==> config.mk <==
export PLATFORM = sky130hd
export DESIGN_NAME = srst_top
export DESIGN_NICKNAME = d
export VERILOG_FILES = /design/src/core/srst_pkg.sv /design/src/core/srst_wdt.sv /design/src/core/srst_vec_fetch.sv /design/src/core/srst_top.sv
export SDC_FILE = /design/constraint.sdc
export NUM_CORES = 1
export LEC_CHECK = 0
export BUFFER_PORTS_ARGS = -buffer_cell sky130_fd_sc_hd__buf_2
export CORE_ASPECT_RATIO = 0.7
export CORE_MARGIN = 5
export CORE_UTILIZATION = 40
export DETAILED_ROUTE_END_ITERATION = 10
export PLACE_DENSITY = 0.68
export REMOVE_ABC_BUFFERS = 1
export SYNTH_ARGS = -nofsm -noshare
export SYNTH_HDL_FRONTEND = slang
export SYNTH_HIERARCHICAL = 1
export SYNTH_SLANG_ARGS = --single-unit
==> constraint.sdc <==
create_clock -name hclk -period 3.2 [get_ports hclk]
set_input_delay 0.32 -clock hclk [delete_from_list [all_inputs] [get_ports hclk]]
set_output_delay 0.32 -clock hclk [all_outputs]
set_load 0.01 [all_outputs]
==> src/core/srst_pkg.sv <==
// Shared constants, types and helpers of the system reset controller
package srst_pkg;

   // ***********************************************************
   // Register map (byte addresses) and field layout
   // ***********************************************************
   localparam logic [15:0] SRST_CAUSE_OFS = 16'hf00c;
   localparam logic [15:0] SRST_WDT_CTRL_OFS = 16'hf010;
   localparam logic [15:0] SRST_WDT_KICK_OFS = 16'hf014;
   localparam logic [15:0] SRST_INT_STAT_OFS = 16'hf018;
   localparam logic [15:0] SRST_INT_MASK_OFS = 16'hf01c;
   localparam int unsigned SRST_CAUSE_PIN_BIT = 6;
   localparam int unsigned SRST_CAUSE_LLD_BIT = 4;
   localparam int unsigned SRST_CAUSE_WDT_BIT = 2;
   localparam int unsigned SRST_CAUSE_POR_BIT = 0;
   localparam logic [7:0] SRST_CAUSE_RW_MASK = 8'h55;
   localparam logic [7:0] SRST_CAUSE_POR_VAL = 8'h01;
   localparam int unsigned SRST_WDT_SEL_LSB = 0;
   localparam int unsigned SRST_WDT_EN_BIT = 4;
   localparam logic [7:0] SRST_WDT_KICK_KEY = 8'h5a;
   localparam int unsigned SRST_INT_WARN_BIT = 0;
   localparam int unsigned SRST_INT_BRK_BIT = 1;
   localparam int unsigned SRST_INT_W = 2;

   // ***********************************************************
   // Vector words and timing
   // ***********************************************************
   localparam logic [15:0] SRST_SP_VEC = 16'h0000;
   localparam logic [15:0] SRST_PC_VEC = 16'h0002;
   localparam logic [15:0] SRST_PC_BRK_VEC = 16'h0004;
   localparam logic [1:0] SRST_BRK_ALT_LEVEL = 2'h1;
   localparam int unsigned SRST_CLK_PERIOD_NS = 10;
   localparam int unsigned SRST_WDT_BASE_MS = 125;
   localparam int unsigned SRST_WDT_BASE_CYCLES =
      SRST_WDT_BASE_MS * (1000000 / SRST_CLK_PERIOD_NS);
   localparam int unsigned SRST_HOLD_NS = 160;
   localparam int unsigned SRST_HOLD_CYCLES =
      (SRST_HOLD_NS + SRST_CLK_PERIOD_NS - 1) / SRST_CLK_PERIOD_NS;

   // ***********************************************************
   // Types
   // ***********************************************************
   typedef enum logic [1:0] {
      SRST_ST_HOLD = 2'h0,
      SRST_ST_FETCH = 2'h1,
      SRST_ST_RUN = 2'h3
   } srst_state_t;

   typedef enum logic [2:0] {
      SRST_SEL_NONE, SRST_SEL_CAUSE, SRST_SEL_WCTRL,
      SRST_SEL_KICK, SRST_SEL_ISTAT, SRST_SEL_IMASK
   } srst_sel_t;

   typedef struct packed {
      logic valid;
      logic write;
      srst_sel_t sel;
   } srst_ahb_req_t;

   typedef struct packed {
      logic en;
      logic [1:0] sel;
   } srst_wdt_cfg_t;

   // Watchdog period in base ticks: 1, 4, 16 or 64 times the base
   function automatic logic [7:0] srst_wdt_ticks(input logic [1:0] sel);
      return 8'h01 << {sel, 1'b0};
   endfunction

endpackage

==> src/core/srst_wdt.sv <==
// Watchdog timer with four selectable overflow periods
`timescale 1ns/1ns
`default_nettype none
module srst_wdt
   import srst_pkg::*;
#(
   parameter int unsigned BASE_CYCLES = SRST_WDT_BASE_CYCLES
)
(
   // Clock and reset
   input wire logic hclk,
   input wire logic hresetn,
   // Control
   input wire logic clr,
   input wire srst_wdt_cfg_t cfg,
   // Events
   output logic overflow,
   output logic warn
);

   localparam int unsigned CW = (BASE_CYCLES > 2) ? $clog2(BASE_CYCLES) : 1;
   localparam logic [CW-1:0] BASE_LAST = CW'(BASE_CYCLES - 1);

   initial
   begin
      if (BASE_CYCLES < 2)
         $error("srst_wdt: BASE_CYCLES must be at least 2");
   end

   logic [CW-1:0] div_ff;
   logic [7:0] ticks_ff;
   logic tick;
   logic [7:0] limit;

   assign tick = (div_ff == BASE_LAST);
   assign limit = srst_wdt_ticks(cfg.sel);
   // Overflow at the last base tick of the period
   assign overflow = cfg.en && tick && (ticks_ff == limit - 8'h01);
   // Halfway warning; the shortest period has none
   assign warn = cfg.en && tick && (ticks_ff + 8'h01 == (limit >> 1));

   // Base divider, one enable pulse per base period
   always_ff @(posedge hclk or negedge hresetn)
   begin
      if (!hresetn)
         div_ff <= '0;
      else if (clr || !cfg.en || tick)
         div_ff <= '0;
      else
         div_ff <= div_ff + CW'(1);
   end

   // Period counter in base ticks
   always_ff @(posedge hclk or negedge hresetn)
   begin
      if (!hresetn)
         ticks_ff <= 8'h00;
      else if (clr || !cfg.en || overflow)
         ticks_ff <= 8'h00;
      else if (tick)
         ticks_ff <= ticks_ff + 8'h01;
   end

endmodule
`default_nettype wire

==> src/core/srst_vec_fetch.sv <==
// Reads the stack pointer and program counter vectors from program memory
`timescale 1ns/1ns
`default_nettype none
module srst_vec_fetch
   import srst_pkg::*;
(
   // Clock and reset
   input wire logic hclk,
   input wire logic hresetn,
   // Control
   input wire logic start,
   input wire logic abort,
   input wire logic use_brk_vec,
   output logic done,
   // Program memory byte port
   output logic pm_req,
   output logic [15:0] pm_addr,
   input wire logic [7:0] pm_rdata,
   input wire logic pm_ack,
   // Loaded vectors
   output logic [15:0] sp,
   output logic [15:0] pc
);

   logic busy_ff;
   logic [1:0] idx_ff;
   logic [15:0] pc_base_ff;

   assign pm_req = busy_ff;
   assign done = busy_ff && pm_ack && (idx_ff == 2'h3);

   // Byte sequencer: SP low, SP high, PC low, PC high
   always_ff @(posedge hclk or negedge hresetn)
   begin
      if (!hresetn)
      begin
         busy_ff <= 1'b0;
         idx_ff <= 2'h0;
         pm_addr <= SRST_SP_VEC;
         pc_base_ff <= SRST_PC_VEC;
      end
      else if (abort || start)
      begin
         busy_ff <= start && !abort;
         idx_ff <= 2'h0;
         pm_addr <= SRST_SP_VEC;
         // Break with a low level takes the alternate vector
         pc_base_ff <= use_brk_vec ? SRST_PC_BRK_VEC : SRST_PC_VEC;
      end
      else if (busy_ff && pm_ack)
      begin
         busy_ff <= (idx_ff != 2'h3);
         idx_ff <= idx_ff + 2'h1;
         pm_addr <= (idx_ff == 2'h0) ? SRST_SP_VEC + 16'h0001 :
                    (idx_ff == 2'h1) ? pc_base_ff : pc_base_ff + 16'h0001;
      end
   end

   // Little-endian assembly of the two vectors
   always_ff @(posedge hclk or negedge hresetn)
   begin
      if (!hresetn)
      begin
         sp <= 16'h0000;
         pc <= 16'h0000;
      end
      else if (busy_ff && pm_ack)
      begin
         unique case (idx_ff)
            2'h0: sp[7:0] <= pm_rdata;
            2'h1: sp[15:8] <= pm_rdata;
            2'h2: pc[7:0] <= pm_rdata;
            2'h3: pc[15:8] <= pm_rdata;
         endcase
      end
   end

endmodule
`default_nettype wire

==> src/core/srst_top.sv <==
// System reset controller: source merge, cause register, CPU vector load
//
// Functional notes
// - Any of pin, power-on, watchdog, low-level or break enters reset.
// - The watchdog offers 125 ms, 500 ms, 2 s and 8 s periods.
// - A break reset resets only the CPU, not RAM nor the registers.
// - Reset keeps the cause register except the current cause flag.
// - A pin reset sets the pin flag at bit 6.
// - A low-level reset sets bit 4; its power-up value is undefined (power-up clears it here).
// - A watchdog overflow reset sets bit 2.
// - Power-up sets bit 0, which then reads one.
// - Reset overrides all activity and abandons work in progress.
// - The power circuit is initialised on every reset except break.
// - Registers with defined reset values load them, except on break.
// - Every reset initialises the CPU and loads SP from 0000H/0001H.
// - PC comes from 0002H/0003H, or 0004H/0005H after a low-level break.
// - Data memory and undefined-value registers are not initialised.
`timescale 1ns/1ns
`default_nettype none
module srst_top
   import srst_pkg::*;
#(
   parameter int unsigned WDT_BASE_CYCLES = SRST_WDT_BASE_CYCLES,
   parameter int unsigned HOLD_CYCLES = SRST_HOLD_CYCLES
)
(
   // Clock and power-on reset
   input wire logic hclk,
   input wire logic hresetn,
   // AHB-Lite slave
   input wire logic hsel,
   input wire logic [31:0] haddr,
   input wire logic [1:0] htrans,
   input wire logic hwrite,
   input wire logic [2:0] hsize,
   input wire logic [31:0] hwdata,
   input wire logic hready,
   output logic hreadyout,
   output logic hresp,
   output logic [31:0] hrdata,
   // Reset sources
   input wire logic reset_pin_n,
   input wire logic low_level_detector,
   input wire logic software_break_instr,
   input wire logic [1:0] interrupt_level_field,
   // Reset mode outputs
   output logic sys_reset_mode,
   output logic power_init,
   output logic sfr_init,
   output logic cpu_init,
   output logic cpu_start,
   output logic [15:0] cpu_sp,
   output logic [15:0] cpu_pc,
   // Program memory byte port
   output logic pm_req,
   output logic [15:0] pm_addr,
   input wire logic [7:0] pm_rdata,
   input wire logic pm_ack,
   // Interrupt
   output logic irq
);

   localparam int unsigned HW = (HOLD_CYCLES > 1) ? $clog2(HOLD_CYCLES) : 1;
   localparam logic [HW-1:0] HOLD_LAST = HW'(HOLD_CYCLES - 1);

   initial
   begin
      if (HOLD_CYCLES < 1)
         $error("srst_top: HOLD_CYCLES must be at least 1");
   end

   // ***********************************************************
   // Declarations and address decode
   // ***********************************************************
   function automatic srst_sel_t srst_decode(input logic [31:0] a);
      srst_sel_t s;
      s = SRST_SEL_NONE;
      if (a[31:16] == 16'h0000)
      begin
         unique case (a[15:0])
            SRST_CAUSE_OFS: s = SRST_SEL_CAUSE;
            SRST_WDT_CTRL_OFS: s = SRST_SEL_WCTRL;
            SRST_WDT_KICK_OFS: s = SRST_SEL_KICK;
            SRST_INT_STAT_OFS: s = SRST_SEL_ISTAT;
            SRST_INT_MASK_OFS: s = SRST_SEL_IMASK;
            default: s = SRST_SEL_NONE;
         endcase
      end
      return s;
   endfunction

   logic pin_sync1_ff;
   logic pin_sync2_ff;
   srst_ahb_req_t ap_ff;
   srst_state_t state_ff;
   srst_state_t nxt_state;
   logic [HW-1:0] hold_ff;
   logic full_ff;
   logic brk_alt_ff;
   logic [7:0] cause_ff;
   logic [7:0] nxt_cause;
   srst_wdt_cfg_t wdt_cfg_ff;
   logic [SRST_INT_W-1:0] int_stat_ff;
   logic [SRST_INT_W-1:0] int_mask_ff;
   logic pin_req;
   logic wdt_ovf;
   logic wdt_warn;
   logic full_req;
   logic brk_req;
   logic any_req;
   logic fetch_done;
   logic sfr_clr;
   logic wr_en;
   logic [7:0] wbyte;
   logic [SRST_INT_W-1:0] int_events;

   // ***********************************************************
   // Reset source merge
   // ***********************************************************
   // Pin is asynchronous; two flops before any use
   always_ff @(posedge hclk or negedge hresetn)
   begin
      if (!hresetn)
      begin
         pin_sync1_ff <= 1'b1;
         pin_sync2_ff <= 1'b1;
      end
      else
      begin
         pin_sync1_ff <= reset_pin_n;
         pin_sync2_ff <= pin_sync1_ff;
      end
   end

   assign pin_req = !pin_sync2_ff;
   // Full sources: the power-on itself is the async reset
   assign full_req = pin_req || low_level_detector || wdt_ovf;
   // A break can only come from a running CPU
   assign brk_req = software_break_instr && (state_ff == SRST_ST_RUN);
   assign any_req = full_req || brk_req;

   // ***********************************************************
   // Reset mode sequencer
   // ***********************************************************
   // Any request restarts the hold, whatever was going on
   always_comb
   begin
      nxt_state = state_ff;
      if (any_req)
         nxt_state = SRST_ST_HOLD;
      else
      begin
         unique case (state_ff)
            SRST_ST_HOLD:
               if (hold_ff == HOLD_LAST)
                  nxt_state = SRST_ST_FETCH;
            SRST_ST_FETCH:
               if (fetch_done)
                  nxt_state = SRST_ST_RUN;
            SRST_ST_RUN:
               nxt_state = SRST_ST_RUN;
            default:
               nxt_state = SRST_ST_HOLD;
         endcase
      end
   end

   // State register; power-on starts in a full hold
   always_ff @(posedge hclk or negedge hresetn)
   begin
      if (!hresetn)
         state_ff <= SRST_ST_HOLD;
      else
         state_ff <= nxt_state;
   end

   // Hold counter, reloaded by each new request
   always_ff @(posedge hclk or negedge hresetn)
   begin
      if (!hresetn)
         hold_ff <= '0;
      else if (any_req || state_ff != SRST_ST_HOLD)
         hold_ff <= '0;
      else if (hold_ff != HOLD_LAST)
         hold_ff <= hold_ff + HW'(1);
   end

   // Reset kind: a full source always outranks a break
   always_ff @(posedge hclk or negedge hresetn)
   begin
      if (!hresetn)
      begin
         full_ff <= 1'b1;
         brk_alt_ff <= 1'b0;
      end
      else if (full_req)
      begin
         full_ff <= 1'b1;
         brk_alt_ff <= 1'b0;
      end
      else if (brk_req)
      begin
         full_ff <= 1'b0;
         brk_alt_ff <= (interrupt_level_field <= SRST_BRK_ALT_LEVEL);
      end
   end

   // Init strobes; a break only touches the CPU
   assign sys_reset_mode = (state_ff != SRST_ST_RUN);
   assign cpu_init = (state_ff == SRST_ST_HOLD);
   assign power_init = cpu_init && full_ff;
   assign sfr_init = cpu_init && full_ff;
   assign sfr_clr = sfr_init;
   assign cpu_start = fetch_done && !any_req;

   // Vector fetch starts as the hold ends
   srst_vec_fetch u_fetch (
      .hclk (hclk),
      .hresetn (hresetn),
      .start (state_ff == SRST_ST_HOLD && nxt_state == SRST_ST_FETCH),
      .abort (any_req),
      .use_brk_vec (brk_alt_ff),
      .done (fetch_done),
      .pm_req (pm_req),
      .pm_addr (pm_addr),
      .pm_rdata (pm_rdata),
      .pm_ack (pm_ack),
      .sp (cpu_sp),
      .pc (cpu_pc)
   );

   // ***********************************************************
   // Watchdog
   // ***********************************************************
   srst_wdt #(
      .BASE_CYCLES (WDT_BASE_CYCLES)
   ) u_wdt (
      .hclk (hclk),
      .hresetn (hresetn),
      .clr (sfr_clr || (wr_en && ap_ff.sel == SRST_SEL_KICK &&
                        wbyte == SRST_WDT_KICK_KEY)),
      .cfg (wdt_cfg_ff),
      .overflow (wdt_ovf),
      .warn (wdt_warn)
   );

   // ***********************************************************
   // AHB-Lite slave
   // ***********************************************************
   // Zero wait state, always OKAY
   assign hreadyout = 1'b1;
   assign hresp = 1'b0;

   // Address phase capture
   always_ff @(posedge hclk or negedge hresetn)
   begin
      if (!hresetn)
         ap_ff <= '0;
      else if (hready)
      begin
         ap_ff.valid <= hsel && htrans[1];
         ap_ff.write <= hwrite;
         ap_ff.sel <= srst_decode(haddr);
      end
   end

   assign wr_en = ap_ff.valid && ap_ff.write;
   assign wbyte = hwdata[7:0];

   // Read mux in the data phase, so a read right after a write sees it
   always_comb
   begin
      hrdata = 32'h0000_0000;
      if (ap_ff.valid && !ap_ff.write)
      begin
         unique case (ap_ff.sel)
            SRST_SEL_CAUSE:
               hrdata[7:0] = cause_ff & SRST_CAUSE_RW_MASK;
            SRST_SEL_WCTRL:
            begin
               hrdata[SRST_WDT_EN_BIT] = wdt_cfg_ff.en;
               hrdata[SRST_WDT_SEL_LSB +: 2] = wdt_cfg_ff.sel;
            end
            SRST_SEL_ISTAT:
               hrdata[SRST_INT_W-1:0] = int_stat_ff;
            SRST_SEL_IMASK:
               hrdata[SRST_INT_W-1:0] = int_mask_ff;
            default:
               hrdata = 32'h0000_0000;
         endcase
      end
   end

   // ***********************************************************
   // Reset cause register
   // ***********************************************************
   // Not touched by system reset; new causes win over a clearing write
   always_comb
   begin
      nxt_cause = cause_ff;
      if (wr_en && ap_ff.sel == SRST_SEL_CAUSE)
         nxt_cause = wbyte & SRST_CAUSE_RW_MASK;
      if (pin_req)
         nxt_cause[SRST_CAUSE_PIN_BIT] = 1'b1;
      if (low_level_detector)
         nxt_cause[SRST_CAUSE_LLD_BIT] = 1'b1;
      if (wdt_ovf)
         nxt_cause[SRST_CAUSE_WDT_BIT] = 1'b1;
   end

   // Power-up leaves only the power-on flag set
   always_ff @(posedge hclk or negedge hresetn)
   begin
      if (!hresetn)
         cause_ff <= SRST_CAUSE_POR_VAL;
      else
         cause_ff <= nxt_cause & SRST_CAUSE_RW_MASK;
   end

   // ***********************************************************
   // Control registers and interrupt
   // ***********************************************************
   // Watchdog control, initialised on full resets only
   always_ff @(posedge hclk or negedge hresetn)
   begin
      if (!hresetn)
         wdt_cfg_ff <= '0;
      else if (sfr_clr)
         wdt_cfg_ff <= '0;
      else if (wr_en && ap_ff.sel == SRST_SEL_WCTRL)
      begin
         wdt_cfg_ff.en <= wbyte[SRST_WDT_EN_BIT];
         wdt_cfg_ff.sel <= wbyte[SRST_WDT_SEL_LSB +: 2];
      end
   end

   assign int_events[SRST_INT_WARN_BIT] = wdt_warn;
   assign int_events[SRST_INT_BRK_BIT] = cpu_start && !full_ff;

   // Sticky status, write one to clear; set beats clear
   always_ff @(posedge hclk or negedge hresetn)
   begin
      if (!hresetn)
         int_stat_ff <= '0;
      else if (sfr_clr)
         int_stat_ff <= '0;
      else if (wr_en && ap_ff.sel == SRST_SEL_ISTAT)
         int_stat_ff <= (int_stat_ff & ~wbyte[SRST_INT_W-1:0]) | int_events;
      else
         int_stat_ff <= int_stat_ff | int_events;
   end

   // Interrupt mask, one enables a status bit
   always_ff @(posedge hclk or negedge hresetn)
   begin
      if (!hresetn)
         int_mask_ff <= '0;
      else if (sfr_clr)
         int_mask_ff <= '0;
      else if (wr_en && ap_ff.sel == SRST_SEL_IMASK)
         int_mask_ff <= wbyte[SRST_INT_W-1:0];
   end

   // Level interrupt; hsize is not checked, word access is assumed
   assign irq = |(int_stat_ff & int_mask_ff);

endmodule
`default_nettype wire

* Yosys cells after proc, flatten, opt, wreduce, memory -nomap -nowiden
Index checks and enable logic that the tools add are counted.
** Word-level totals
- Flip-flop bits (word level) :: 125
- Input bits :: 88
- Output and inout port bits :: 89
- Logic and storage cells :: 155
** Cells by class
- Add/sub/neg operators :: 6
- $lt $le $gt $ge :: 1
- Equality and inequality tests :: 25
- Shifts and indexed selects :: 1
- Multiplexer cells :: 39
- Bitwise logic cells :: 5
- Reductions and logical operators :: 51
** Operator list (number)
- equality test 16 bit, second input constant :: 5
- two-way mux 16 bit :: 4
- adder 24 x 1 -> 24 bit, second input constant :: 1
- equality test 24 bit, second input constant :: 1
- two-way mux 24 bit :: 1
- logical AND 1 bit :: 20
- two-way mux 2 bit :: 10
- nonzero test 2 bit :: 9
- adder 16 x 1 -> 16 bit, second input constant :: 1
- zero test 16 bit :: 1
- two-way mux 8 bit :: 2
- one-hot mux 3 bit (5 select lines) :: 1
- two-way mux 7 bit :: 2
- two-way mux 3 bit :: 4
- two-way mux 1 bit :: 10
- logical OR 1 bit :: 9
- adder 8 x 1 -> 8 bit, second input constant :: 1
- equality test 8 x 7 -> 1 bit :: 1
- equality test 8 x 7 -> 1 bit, second input constant :: 1
- equality test 8 bit :: 1
- two-way mux 4 bit :: 2
- one-hot mux 2 bit (4 select lines) :: 1
- AND reduction 2 bit :: 4
- << shifter 1 x 3 -> 8 bit, first input constant :: 1
- 21 further kinds :: 35

* Logic depth before layout (Yosys ltp)
Gate-level depths: netlist (run 1).
- Depth after elaboration :: 12
- Gate-level depth with buffers :: 13
- Gate-level depth less buffers :: 11

* Hierarchy
The synthesis (run 1) kept the hierarchy.
** Modules (own cells, without submodules)
- srst_wdt :: instances 1, cells each 218, area an instance 1958.1 sq um, seq. area each 800.8 sq um
- srst_vec_fetch :: instances 1, cells each 123, area an instance 1809.2 sq um, seq. area each 1002.2 sq um
- srst_top :: instances 1, cells each 179, area an instance 1667.8 sq um, seq. area each 655.6 sq um

* Worst setup path before layout (run 1)
Ideal clock, no wire load.
- Path kind :: register to register
- Start :: register wdt_cfg_ff[1] in the netlist's numbering
- End :: register u_fetch.pc_base_ff[2]
- Setup time :: 125 ps
- Arrival time :: 2875 ps
- Data required time :: 3075 ps
- Setup slack :: 199 ps
- Stages on the path, launching flop included :: 14
- Buffers on the path :: 2
- Clock period less this slack :: 3001 ps
- Cell sequence :: dfrtp_1 -> or2_2 -> ha_1 -> xor2_1 -> and3_1 -> o21ai_0 -> clkbuf_1 -> nor2_1 -> nor3b_2 -> nand2_1 -> nor2_1 -> or2_1 -> buf_6 -> mux2_4
** On the way
- Cells in the longest elaborated chain, start to end :: 10
** Ends and longest elaborated chain
- start, declared :: RTL line srst_top.sv:102 : srst_wdt_cfg_t wdt_cfg_ff;
- << shifter 1 x 3 -> 8 bit * :: RTL line srst_pkg.sv:67 : return 8'h01 << {sel, 1'b0};
- subtractor 8 x 1 -> 8 bit * :: RTL line srst_wdt.sv:38 : assign overflow = cfg.en && tick && (ticks_ff == limit - 8'h01);
- equality test 8 bit * :: RTL line srst_wdt.sv:38
- logical AND 1 bit * :: RTL line srst_wdt.sv:38
- via wdt_ovf :: RTL line srst_top.sv:106 : logic wdt_ovf;
- logical OR 1 bit * :: RTL line srst_top.sv:137 : assign full_req = pin_req || low_level_detector || wdt_ovf;
- logical OR 1 bit * :: RTL line srst_top.sv:140 : assign any_req = full_req || brk_req;
- two-way mux 2 bit :: RTL line srst_top.sv:149 : if (any_req)
- equality test 2 x 1 -> 1 bit :: RTL line srst_top.sv:220 : .start (state_ff == SRST_ST_HOLD && nxt_state == SRST_ST_FETCH),
- logical AND 1 bit :: RTL line srst_top.sv:220
- logical OR 1 bit * :: RTL line srst_vec_fetch.sv:42 : else if (abort || start)
- end signal, assigned :: RTL line srst_vec_fetch.sv:48 : pc_base_ff <= use_brk_vec ? SRST_PC_BRK_VEC : SRST_PC_VEC;
- end, declared :: RTL line srst_vec_fetch.sv:27 : logic [15:0] pc_base_ff;
The timed path passes the listed nets; every way through them passes the cells marked *.
A chain may end at the register's enable or synchronous reset.

* Final worst setup path (run 1)
- Start :: register wdt_cfg_ff[1] in the netlist's numbering
- End :: output port cpu_start
** On the way
- Cells in the longest elaborated chain, start to end :: 8
** Ends and longest elaborated chain
- << shifter 1 x 3 -> 8 bit :: RTL line srst_pkg.sv:67
- subtractor 8 x 1 -> 8 bit :: RTL line srst_wdt.sv:38
- equality test 8 bit :: RTL line srst_wdt.sv:38
- logical AND 1 bit :: RTL line srst_wdt.sv:38
- via wdt_ovf :: RTL line srst_top.sv:106
- logical OR 1 bit :: RTL line srst_top.sv:137
- logical OR 1 bit :: RTL line srst_top.sv:140
- zero test 1 bit :: RTL line srst_top.sv:214 : assign cpu_start = fetch_done && !any_req;
- logical AND 1 bit :: RTL line srst_top.sv:214
- end, declared :: RTL line srst_top.sv:51 : output logic cpu_start,
The timed path passes the listed nets, and every way through them passes these cells.

==> results.py, run 1 <==
metrics = {
    "cts": {
        "clock_path_buffers": 2,
        "numCtsBuffers": 9,
        "cts_max_level": 3,
        "clockRootBuffer": "clkbuf_16",
        "cts_tree": "built",
        "clock_latency_ns": 0.34,
        "path_clk_slew_ns": 0.06,
        "clock_sinks": 98,
    },
    "sta": {
        "setup_viol": 0,
        "max_freq_mhz": 329.0,
        "min_period_ns": 3.040,
        "fin_setup_tns_ns": 0,
        "final_hold_viol_count": 0,
        "worst_pin_slew_ns": 0.7777,
        "skew_ns": 0.008054,
        "fin_crit_sh_pct": 94.98,
        "maxSlewViolCount": 0,
        "rsz0062_at_grt": "false",
        "relSlewSlack_pct": 48.15,
    },
    "yosys": {
        "muxShareOfSynthArea_pct": 7.689,
        "yosysSeqAreaShare_pct": 45.23,
        "yosysTopAreaCell": "dfrtp_1",
        "synth_top_area_share_pct": 42.82,
        "async_flop_share_pct": 100.0,
        "synth_cell_type_count": 66,
        "synth_cells": 520,
        "synthFlopType": "dfrtp_1",
        "synth.most_common_cell": "dfrtp_1",
        "synth_edf_count": 0,
        "synthSimpleGateAreaFrac_pct": 23.18,
        "synth-xor-area-share_pct": 4.995,
        "yosysWarningCount": 6,
        "synth_common_cells": "dfrtp_1 (93), buf_4 (44), nor2_1 (44)",
        "ys_ff_latch": 98,
        "avgSynthCellArea_um2": 10.45,
        "synth_compound_area_share_pct": 7.781,
        "synth_area_leaders": "dfrtp_1 (43%), mux2_2 (7.0%), buf_4 (6.1%)",
        "synth_area_um2": 5435,
        "synth_top_family_by_area": "simple AND/OR/NAND/NOR gates",
        "synth_adder_area_share_pct": 1.842,
    },
    "critical_path": {
        "critPathCaptureType": "output port",
        "r2r-end": "u_fetch/pc_base_ff[2]$_DFFE_PN0P_",
        "cp-start-kind": "flop",
        "startpoint": "wdt_cfg_ff[1]$_DFFE_PN0P_",
        "critPathCapture": "cpu_start",
        "worstPathMaxFanout": 5,
        "crit_type": "flop to output port",
        "slowest_stage": "dfrtp_1",
        "crit_chain": "or2_2 -> ha_1 -> xor2_1 -> and3_1 -> o21ai_0 -> nor2_1 -> nor3b_2 -> nand3_1 -> inv_1 -> buf_2",
        "crit_arrival_ns": 2.72,
        "rr_worst_depth": 11,
        "r2r_setup_slack_ns": 0.16,
        "timing.rr.start": "wdt_cfg_ff[1]$_DFFE_PN0P_",
        "critical-path-max-stage-delay_ns": 0.42,
        "crit_required_ns": 2.88,
    },
    "detailed_routing": {
        "vias_per_cell": 5.012,
        "wire_per_inst_um": 15.01,
        "drc": 0,
        "dr.first_iter.drc_count": 361,
        "vias": 4080,
        "first_pass_iters": 5,
        "ant_nets": 0,
        "routed_wl_mm": 12.22,
    },
    "global_route": {
        "grt_pass1_wl_mm": 20.13,
        "grt_use_met2_pct": 23.94,
        "top_usage_layer": "met2",
        "gr-usage-met3_pct": 4.882,
        "grt_util_met1_pct": 21.83,
        "grt_start_max_net_pins": 61,
        "antenna_found_initial": 0,
        "grt_pass1_vias": 3967,
        "track_usage_pct": 15.57,
        "grt_overflow": 0,
    },
    "placement": {
        "port_buffers": 105,
        "gp_congestion": 0.8664,
        "hpwl_mm": 9.272,
    },
    "min_path": {
        "hold_class": "input pin to asynchronous set/reset pin",
    },
    "floorplanning": {
        "core_area_um2": 13230,
        "start_util_pct": 41.10,
        "rows": 35,
        "die_area_um2": 16060,
        "dieHeight_um": 107.5,
        "die_w_um": 149.3,
        "io-pin-count": 177,
    },
    "power": {
        "power_density_nw_per_um2": 406.1,
        "leakagePower_nw": 2.923,
        "peakVddDrop_uv": 351.2,
    },
    "run_status": {
        "status": "completed",
    },
    "finish": {
        "fin_nets": 720,
        "area_growth_pct": 15.84,
        "diodes": 0,
        "final_util_pct": 47.61,
        "drive_gt1_share_pct": 30.68,
    },
    "job": {
        "maxCapViolations": 0,
    },
}
## power breakdown
part / switching, mW / internal (mW) / leakage, nW
clock: 0.470 / 0.712 / 0.160
combinational: 0.0819 / 0.0406 / 1.43
sequential: 0.00625 / 1.25 / 1.34
## cell families (layout without fill, tap and decap cells)
family | Yosys count | count (layout)
AND/OR/NAND/NOR | 206 | 206
other | 3 | 42
flip-flops | 98 | 98
AO/OA/AOI/OAI | 63 | 63
XOR/XNOR | 31 | 31
adder cells (fa/ha/maj) | 8 | 8
multiplexers | 37 | 37
buffers and inverters | 74 | 144
## worst max-delay path: cells and delay by family, from the launching register on
family	cells	cell delay (ns)
fa+ha+maj	1	0.31
compound gates	1	0.17
buf+inv	2	0.22
simple gates	5	1.14
xor+xnor	1	0.14
flops	1	0.42
## placed cells by master (no fill, tap or decap), types with 8 or more instances in the layout
cell / n
o21ai_0: 14
nor4_1: 8
conb_1: 42
buf_2: 104
nand2_1: 26
buf_4: 9
ha_1: 8
xnor2_1: 24
nor3_1: 12
inv_1: 15
and3_1: 10
nor2_1: 44
mux2_2: 34
nand3b_1: 9
dfrtp_1: 93
clkbuf_16: 9
a21oi_1: 18
nand4_1: 14
nand3_1: 33
## cell type report
class	count	area, um2
well taps	185	231.5
fillers	1252	6929
clock buffers	11	242.7
flip-flops and latches	98	2459
clock inverters	5	86.33
multi-input cells	387	2633
repair buffers	113	588.1
inverters	15	56.30
## layer usage
layer	share of wire (%)	routed length (um)	up-vias
met5	0	0	-
met4	0.73	89	0
met1	47	5737	1985
li1	-	-	1972
met3	6.1	745	10
met2	46	5649	113
## repair_timing
action,CTS,global route
gates resized for setup,0,1
setup endpoints to repair,0,1
hold buffers,0,0
setup buffers,0,2
## stage by stage
| stage | worst slack (ns) | area, um2 | power, mW | std cells | hold WS [ns] |
|---|---|---|---|---|---|
| finish | 0.1605 | 6296 | 2.557 | 814 | 0.04469 |
| global route | 0.02993 | 6296 | 2.656 | 814 | 0.06157 |
| CTS | 0.04736 | 6279 | 2.580 | 812 | 0.06404 |
| detailed placement | 0.07544 | 5949 | 1.395 | 796 | 0.3469 |
| global placement | 0.1698 | 5949 | 1.392 | 796 | 0.3474 |
| floorplan | 0.1861 | 5145 | 1.315 | 500 | 0.02441 |
## flip-flops by register name, indices dropped and copies added (netlist names), 3 cells and up
name,count
cause_ff,4
wdt_cfg_ff,3
hold_ff,4
u_wdt/div_ff,24
ap_ff,5
u_fetch/pm_addr,3
u_wdt/ticks_ff,8
u_fetch/pc,16
u_fetch/sp,16
## worst min-delay path by stage
stage	from	endpoint	slack, ns
global placement	pin_sync1_ff$_DFF_PN1_	pin_sync2_ff$_DFF_PN1_	0.35
finish	hresetn	ap_ff[2]$_DFFE_PN0P_	0.04
floorplan	hresetn	ap_ff[0]$_DFFE_PN0P_	0.02
CTS	reset_pin_n	pin_sync1_ff$_DFF_PN1_	0.06
global route	reset_pin_n	pin_sync1_ff$_DFF_PN1_	0.06
detailed placement	pin_sync1_ff$_DFF_PN1_	pin_sync2_ff$_DFF_PN1_	0.35
Power figures use the tool's default switching activity.
==> run 2: changes to the inputs <==
- CORE_UTILIZATION: 40 -> 46
- PLACE_DENSITY: 0.68 -> 0.76
- REMOVE_ABC_BUFFERS: 1 -> unset
==> results.py, run 2 (synthesized netlist as in run 1, its figures left out) <==
metrics = {
    "run_status": {
        "status": "completed",
    },
    "sta": {
        "skew_ns": 0.006150,
        "relSlewSlack_pct": 27.85,
        "rsz0062_at_grt": "false",
        "whs_ns": 0.06899,
        "setup_viol": 0,
        "fin_setup_tns_ns": 0,
        "fin_crit_sh_pct": 94.13,
        "max_freq_mhz": 332.0,
        "maxSlewViolCount": 0,
        "final_hold_viol_count": 0,
        "min_period_ns": 3.012,
        "worst_pin_slew_ns": 1.082,
    },
    "cts": {
        "clock_path_buffers": 2,
        "clock_sinks": 98,
        "cts_max_level": 3,
        "numCtsBuffers": 9,
        "clock_latency_ns": 0.35,
        "clockRootBuffer": "clkbuf_16",
        "path_clk_slew_ns": 0.07,
        "cts_tree": "built",
    },
    "power": {
        "p_comb_share_pct": 5.0,
        "p_int_mw": 1.853,
        "peakVddDrop_uv": 359.9,
        "p_clk_share_pct": 44.0,
        "power_density_nw_per_um2": 395.1,
        "power_switching_uw": 599.5,
        "p_seq_share_pct": 51.0,
        "leakagePower_nw": 2.885,
        "p_sw_share_pct": 24.45,
    },
    "detailed_routing": {
        "drc": 0,
        "routed_wl_mm": 12.46,
        "first_pass_iters": 5,
        "vias_per_cell": 5.400,
        "ant_nets": 0,
        "dr.first_iter.drc_count": 283,
        "wire_per_inst_um": 15.92,
        "vias": 4228,
    },
    "finish": {
        "final_common_cell": "buf_2",
        "largest_reg_flops": 24,
        "area_growth_pct": 14.20,
        "final_util_pct": 53.31,
        "final_cell_mix": "buf_2 (104), dfrtp_1 (91), nor2_1 (43)",
        "ff_latch_area_um2": 2461,
        "drive_gt1_share_pct": 30.83,
        "top_regs": "u_wdt/div_ff x24, u_fetch/pc x16, u_fetch/sp x16",
        "multi_input_area_um2": 2633,
        "fin_nets": 717,
        "largest-register": "u_wdt/div_ff",
        "stdcell_count": 783,
        "diodes": 0,
        "fillers": 1009,
    },
    "global_route": {
        "grt_start_max_net_pins": 88,
        "grt_pass1_vias": 4213,
        "grt_overflow": 0,
        "track_usage_pct": 18.21,
        "grt_pass1_wl_mm": 21.06,
        "antenna_found_initial": 0,
    },
    "critical_path": {
        "crit_required_ns": 2.88,
        "cp-start-kind": "flop",
        "crit_arrival_ns": 2.69,
        "critPathCaptureType": "output port",
        "crit_type": "flop to output port",
        "worstPathMaxFanout": 9,
        "rr_worst_depth": 11,
    },
    "floorplanning": {
        "rows": 33,
        "die_w_um": 139.9,
        "start_util_pct": 46.68,
        "io-pin-count": 177,
        "core_area_um2": 11640,
        "dieHeight_um": 100.9,
        "die_area_um2": 14120,
    },
    "job": {
        "maxCapViolations": 0,
    },
    "placement": {
        "gp_congestion": 0.8692,
        "placedCellCount": 767,
        "port_buffers": 105,
        "hpwl_mm": 9.320,
    },
    "min_path": {
        "worstHoldPathCells": 1,
        "hold_class": "input pin to flop",
    },
}
## run 2: cell types whose count changed in the layout (fill, tap and decap cells not counted), moves of 2 or more
cell,before,now
buf_4,9,6
bufinv_16,2,0
clkinv_4,2,0
dfrtp_1,93,91
dfrtp_2,0,2
inv_6,1,3
inv_8,0,2
## run 2: path summary, 6_finish.rpt
kind,slack [ns],to,start
max in group asynchronous,2.24,u_fetch/sp[15]$_DFFE_PN0P_,hresetn
min in group asynchronous,0.14,ap_ff[1]$_DFFE_PN0P_,hresetn
worst max-delay path,0.19,cpu_start,wdt_cfg_ff[1]$_DFFE_PN0P_
worst min register to register,0.36,pin_sync2_ff$_DFF_PN1_,pin_sync1_ff$_DFF_PN1_
worst min-delay path,0.07,pin_sync1_ff$_DFF_PN1_,reset_pin_n
worst max register to register,0.37,u_fetch/pc_base_ff[2]$_DFFE_PN0P_,wdt_cfg_ff[1]$_DFFE_PN0P_
## run 2: area by class of cell
cell class	instances	share of cell area, %
well taps	157	3.165
multi-input cells	387	42.41
clock buffers	10	3.850
clock inverters	6	0.9071
flip-flops and latches	98	39.65
repair buffers	110	9.111
inverters	15	0.9071
## run 2: what timing repair did
item | CTS | global route
setup endpoints to repair | 0 | 1
buffers inserted | 0 | 0
hold buffers | 0 | 0
gates resized for setup | 0 | 3
## run 2: worst max-delay path: stages (launching register included)
cell	delay [ns]
dfrtp_2	0.47
or2_2	0.33
ha_1	0.30
xor2_1	0.14
and3_1	0.14
o21ai_0	0.17
nor2_2	0.12
nor3b_2	0.22
buf_4	0.16
nand3_1	0.10
inv_1	0.07
buf_2	0.12
## run 2: metal layers
metal | GRT usage [%] | part of all wire [%]
met1 | 25.42 | 45
met2 | 28.08 | 47
met3 | 5.974 | 7.6
met4 | 3.649 | 0.95
met5 | 0 | 0
## run 2: power by group through the flow
| stage | clock network [mW] | registers [mW] | logic, mW |
|---|---|---|---|
| finish | 1.08 | 1.25 | 0.122 |
| global placement | 0 | 1.27 | 0.117 |
| global route | 1.15 | 1.25 | 0.139 |
| floorplan | 0 | 1.27 | 0.0865 |
| CTS | 1.10 | 1.25 | 0.122 |
| detailed placement | 0 | 1.27 | 0.122 |
## run 2: stage by stage
step	power [mW]	instance area, um2	setup slack [ns]
global placement	1.392	5907	0.3926
CTS	2.474	6202	0.1088
finish	2.452	6207	0.1879
detailed placement	1.396	5907	0.3809
floorplan	1.360	5582	0.1995
global route	2.544	6207	0.004082
==> run 3: changes to the inputs <==
--- a/constraint.sdc
+++ b/constraint.sdc
@@ -3,2 +3,2 @@
 set_output_delay 0.32 -clock hclk [all_outputs]
-set_load 0.01 [all_outputs]
+set_load 0.005 [all_outputs]
==> results.py, run 3 (synthesized netlist as in run 1, its figures left out) <==
metrics = {
    "cts": {
        "numCtsBuffers": 9,
        "clock_sinks": 98,
        "cts_tree": "built",
        "path_clk_slew_ns": 0.07,
        "cts_max_level": 3,
        "cts_setup_buffers": 0,
        "clock_path_buffers": 2,
        "clock_latency_ns": 0.34,
        "clockRootBuffer": "clkbuf_16",
    },
    "detailed_routing": {
        "first_pass_iters": 5,
        "vias": 4190,
        "wire_per_inst_um": 15.57,
        "dr.first_iter.drc_count": 390,
        "vias_per_cell": 5.351,
        "ant_nets": 0,
        "drc": 0,
        "routed_wl_mm": 12.19,
    },
    "sta": {
        "rsz0062_at_grt": "false",
        "relSlewSlack_pct": 27.28,
        "max_freq_mhz": 334.4,
        "skew_ns": 0.01172,
        "fin_setup_tns_ns": 0,
        "fin_crit_sh_pct": 93.46,
        "min_period_ns": 2.991,
        "setup_viol": 0,
        "maxSlewViolCount": 0,
        "worst_pin_slew_ns": 1.091,
        "final_hold_viol_count": 0,
    },
    "floorplanning": {
        "core_area_um2": 11640,
        "io-pin-count": 177,
        "die_w_um": 139.9,
        "start_util_pct": 46.68,
        "rows": 33,
        "dieHeight_um": 100.9,
        "die_area_um2": 14120,
    },
    "job": {
        "maxCapViolations": 0,
    },
    "finish": {
        "largest-register": "u_wdt/div_ff",
        "diodes": 0,
        "largest_reg_flops": 24,
        "fin_nets": 717,
        "top_regs": "u_wdt/div_ff x24, u_fetch/pc x16, u_fetch/sp x16",
        "area_growth_pct": 14.13,
        "drive_gt1_share_pct": 30.67,
        "fillers": 1004,
        "final_common_cell": "buf_2",
        "final_cell_mix": "buf_2 (104), dfrtp_1 (91), nor2_1 (44)",
    },
    "power": {
        "power_density_nw_per_um2": 389.3,
        "p_comb_share_pct": 4.6,
        "peakVddDrop_uv": 377.5,
        "fin_total_pwr_mw": 2.415,
        "p_clk_share_pct": 43.6,
        "p_sw_share_pct": 23.39,
        "p_int_mw": 1.850,
        "power_switching_uw": 564.7,
        "leakagePower_nw": 2.887,
        "p_seq_share_pct": 51.8,
    },
    "global_route": {
        "grt_start_max_net_pins": 88,
        "antenna_found_initial": 0,
        "track_usage_pct": 17.64,
        "grt_pass1_vias": 4116,
        "grt_overflow": 0,
        "grt_pass1_wl_mm": 20.63,
    },
    "critical_path": {
        "rr_worst_depth": 11,
        "critPathCaptureType": "output port",
        "cp-start-kind": "flop",
        "crit_required_ns": 2.88,
        "crit_type": "flop to output port",
        "crit_arrival_ns": 2.67,
        "worstPathMaxFanout": 9,
    },
    "placement": {
        "gp_congestion": 0.8698,
        "port_buffers": 105,
        "hpwl_mm": 9.289,
    },
    "min_path": {
        "hold_class": "input pin to flop",
        "worstHoldPathCells": 1,
    },
    "run_status": {
        "status": "completed",
    },
}
run 3: changes by cell type in the layout (fill, tap and decap cells not counted):
cell and delta:
clkinv_4 +2, clkinvlp_4 -1, inv_8 -1, nor2_1 +1, nor2_2 -1
run 3: power groups by stage:
stage	Clock (mW)	Sequential (mW)	Combinational, mW
finish	1.05	1.25	0.111
detailed placement	0	1.27	0.110
global route	1.13	1.25	0.128
global placement	0	1.27	0.107
floorplan	0	1.27	0.0750
CTS	1.08	1.25	0.111
run 3: final timing paths:
kind / start / end / slack [ns]
min: reset_pin_n / pin_sync1_ff$_DFF_PN1_ / 0.08
max: wdt_cfg_ff[1]$_DFFE_PN0P_ / cpu_start / 0.21
max reg2reg: wdt_cfg_ff[1]$_DFFE_PN0P_ / u_fetch/pc_base_ff[2]$_DFFE_PN0P_ / 0.37
max in group asynchronous: hresetn / u_fetch/pc[10]$_DFFE_PN0P_ / 2.22
min in group asynchronous: hresetn / u_wdt/ticks_ff[4]$_DFFE_PN0P_ / 0.15
min reg2reg: pin_sync1_ff$_DFF_PN1_ / pin_sync2_ff$_DFF_PN1_ / 0.36
run 3: critical path, stage by stage (launching register included):
cell and delay, ns:
dfrtp_2 0.46, or2_2 0.34, ha_1 0.31, xor2_1 0.14
and3_1 0.15, o21ai_0 0.15, nor2_1 0.15, nor3b_2 0.22
buf_4 0.16, nand3_1 0.10, inv_1 0.07, buf_2 0.10
run 3: per-layer routing:
metal	part of all wire, %	up-vias	routed length (um)	track usage, %
li1	-	1972	-	-
met1	45	2076	5513	25.06
met2	47	134	5759	27.45
met3	7.1	8	871	5.453
met4	0.39	0	48	2.457
met5	0	-	0	0
run 3: layout make-up:
class | instances | area (um2) | area share, %
multi-input cells | 387 | 2630 | 42.40
flip-flops and latches | 98 | 2461 | 39.67
repair buffers | 110 | 565.5 | 9.117
clock buffers | 10 | 239.0 | 3.852
well taps | 157 | 196.4 | 3.167
inverters | 15 | 56.30 | 0.9076
clock inverters | 6 | 55.05 | 0.8875
run 3: what timing repair did:
| action | 4_1_cts | 5_1_grt |
|---|---|---|
| setup endpoints to repair | 0 | 1 |
| resized for setup | 0 | 2 |
| hold buffers | 0 | 0 |
run 3: per-stage QoR:
| stage | worst slack, ns | hold WS, ns | instance area, um2 | std cells | utilization (%) |
|---|---|---|---|---|---|
| final | 0.2092 | 0.07682 | 6203 | 783 | 53.28 |
| after detailed placement | 0.3536 | 0.3482 | 5907 | 767 | 50.73 |
| after CTS | 0.1435 | 0.06639 | 6201 | 783 | 53.26 |
| after global routing | 0.01118 | 0.06371 | 6203 | 783 | 53.28 |
| after global placement | 0.3992 | 0.3472 | 5907 | 767 | 50.73 |
| after floorplan | 0.2030 | 0.02441 | 5582 | 559 | - |
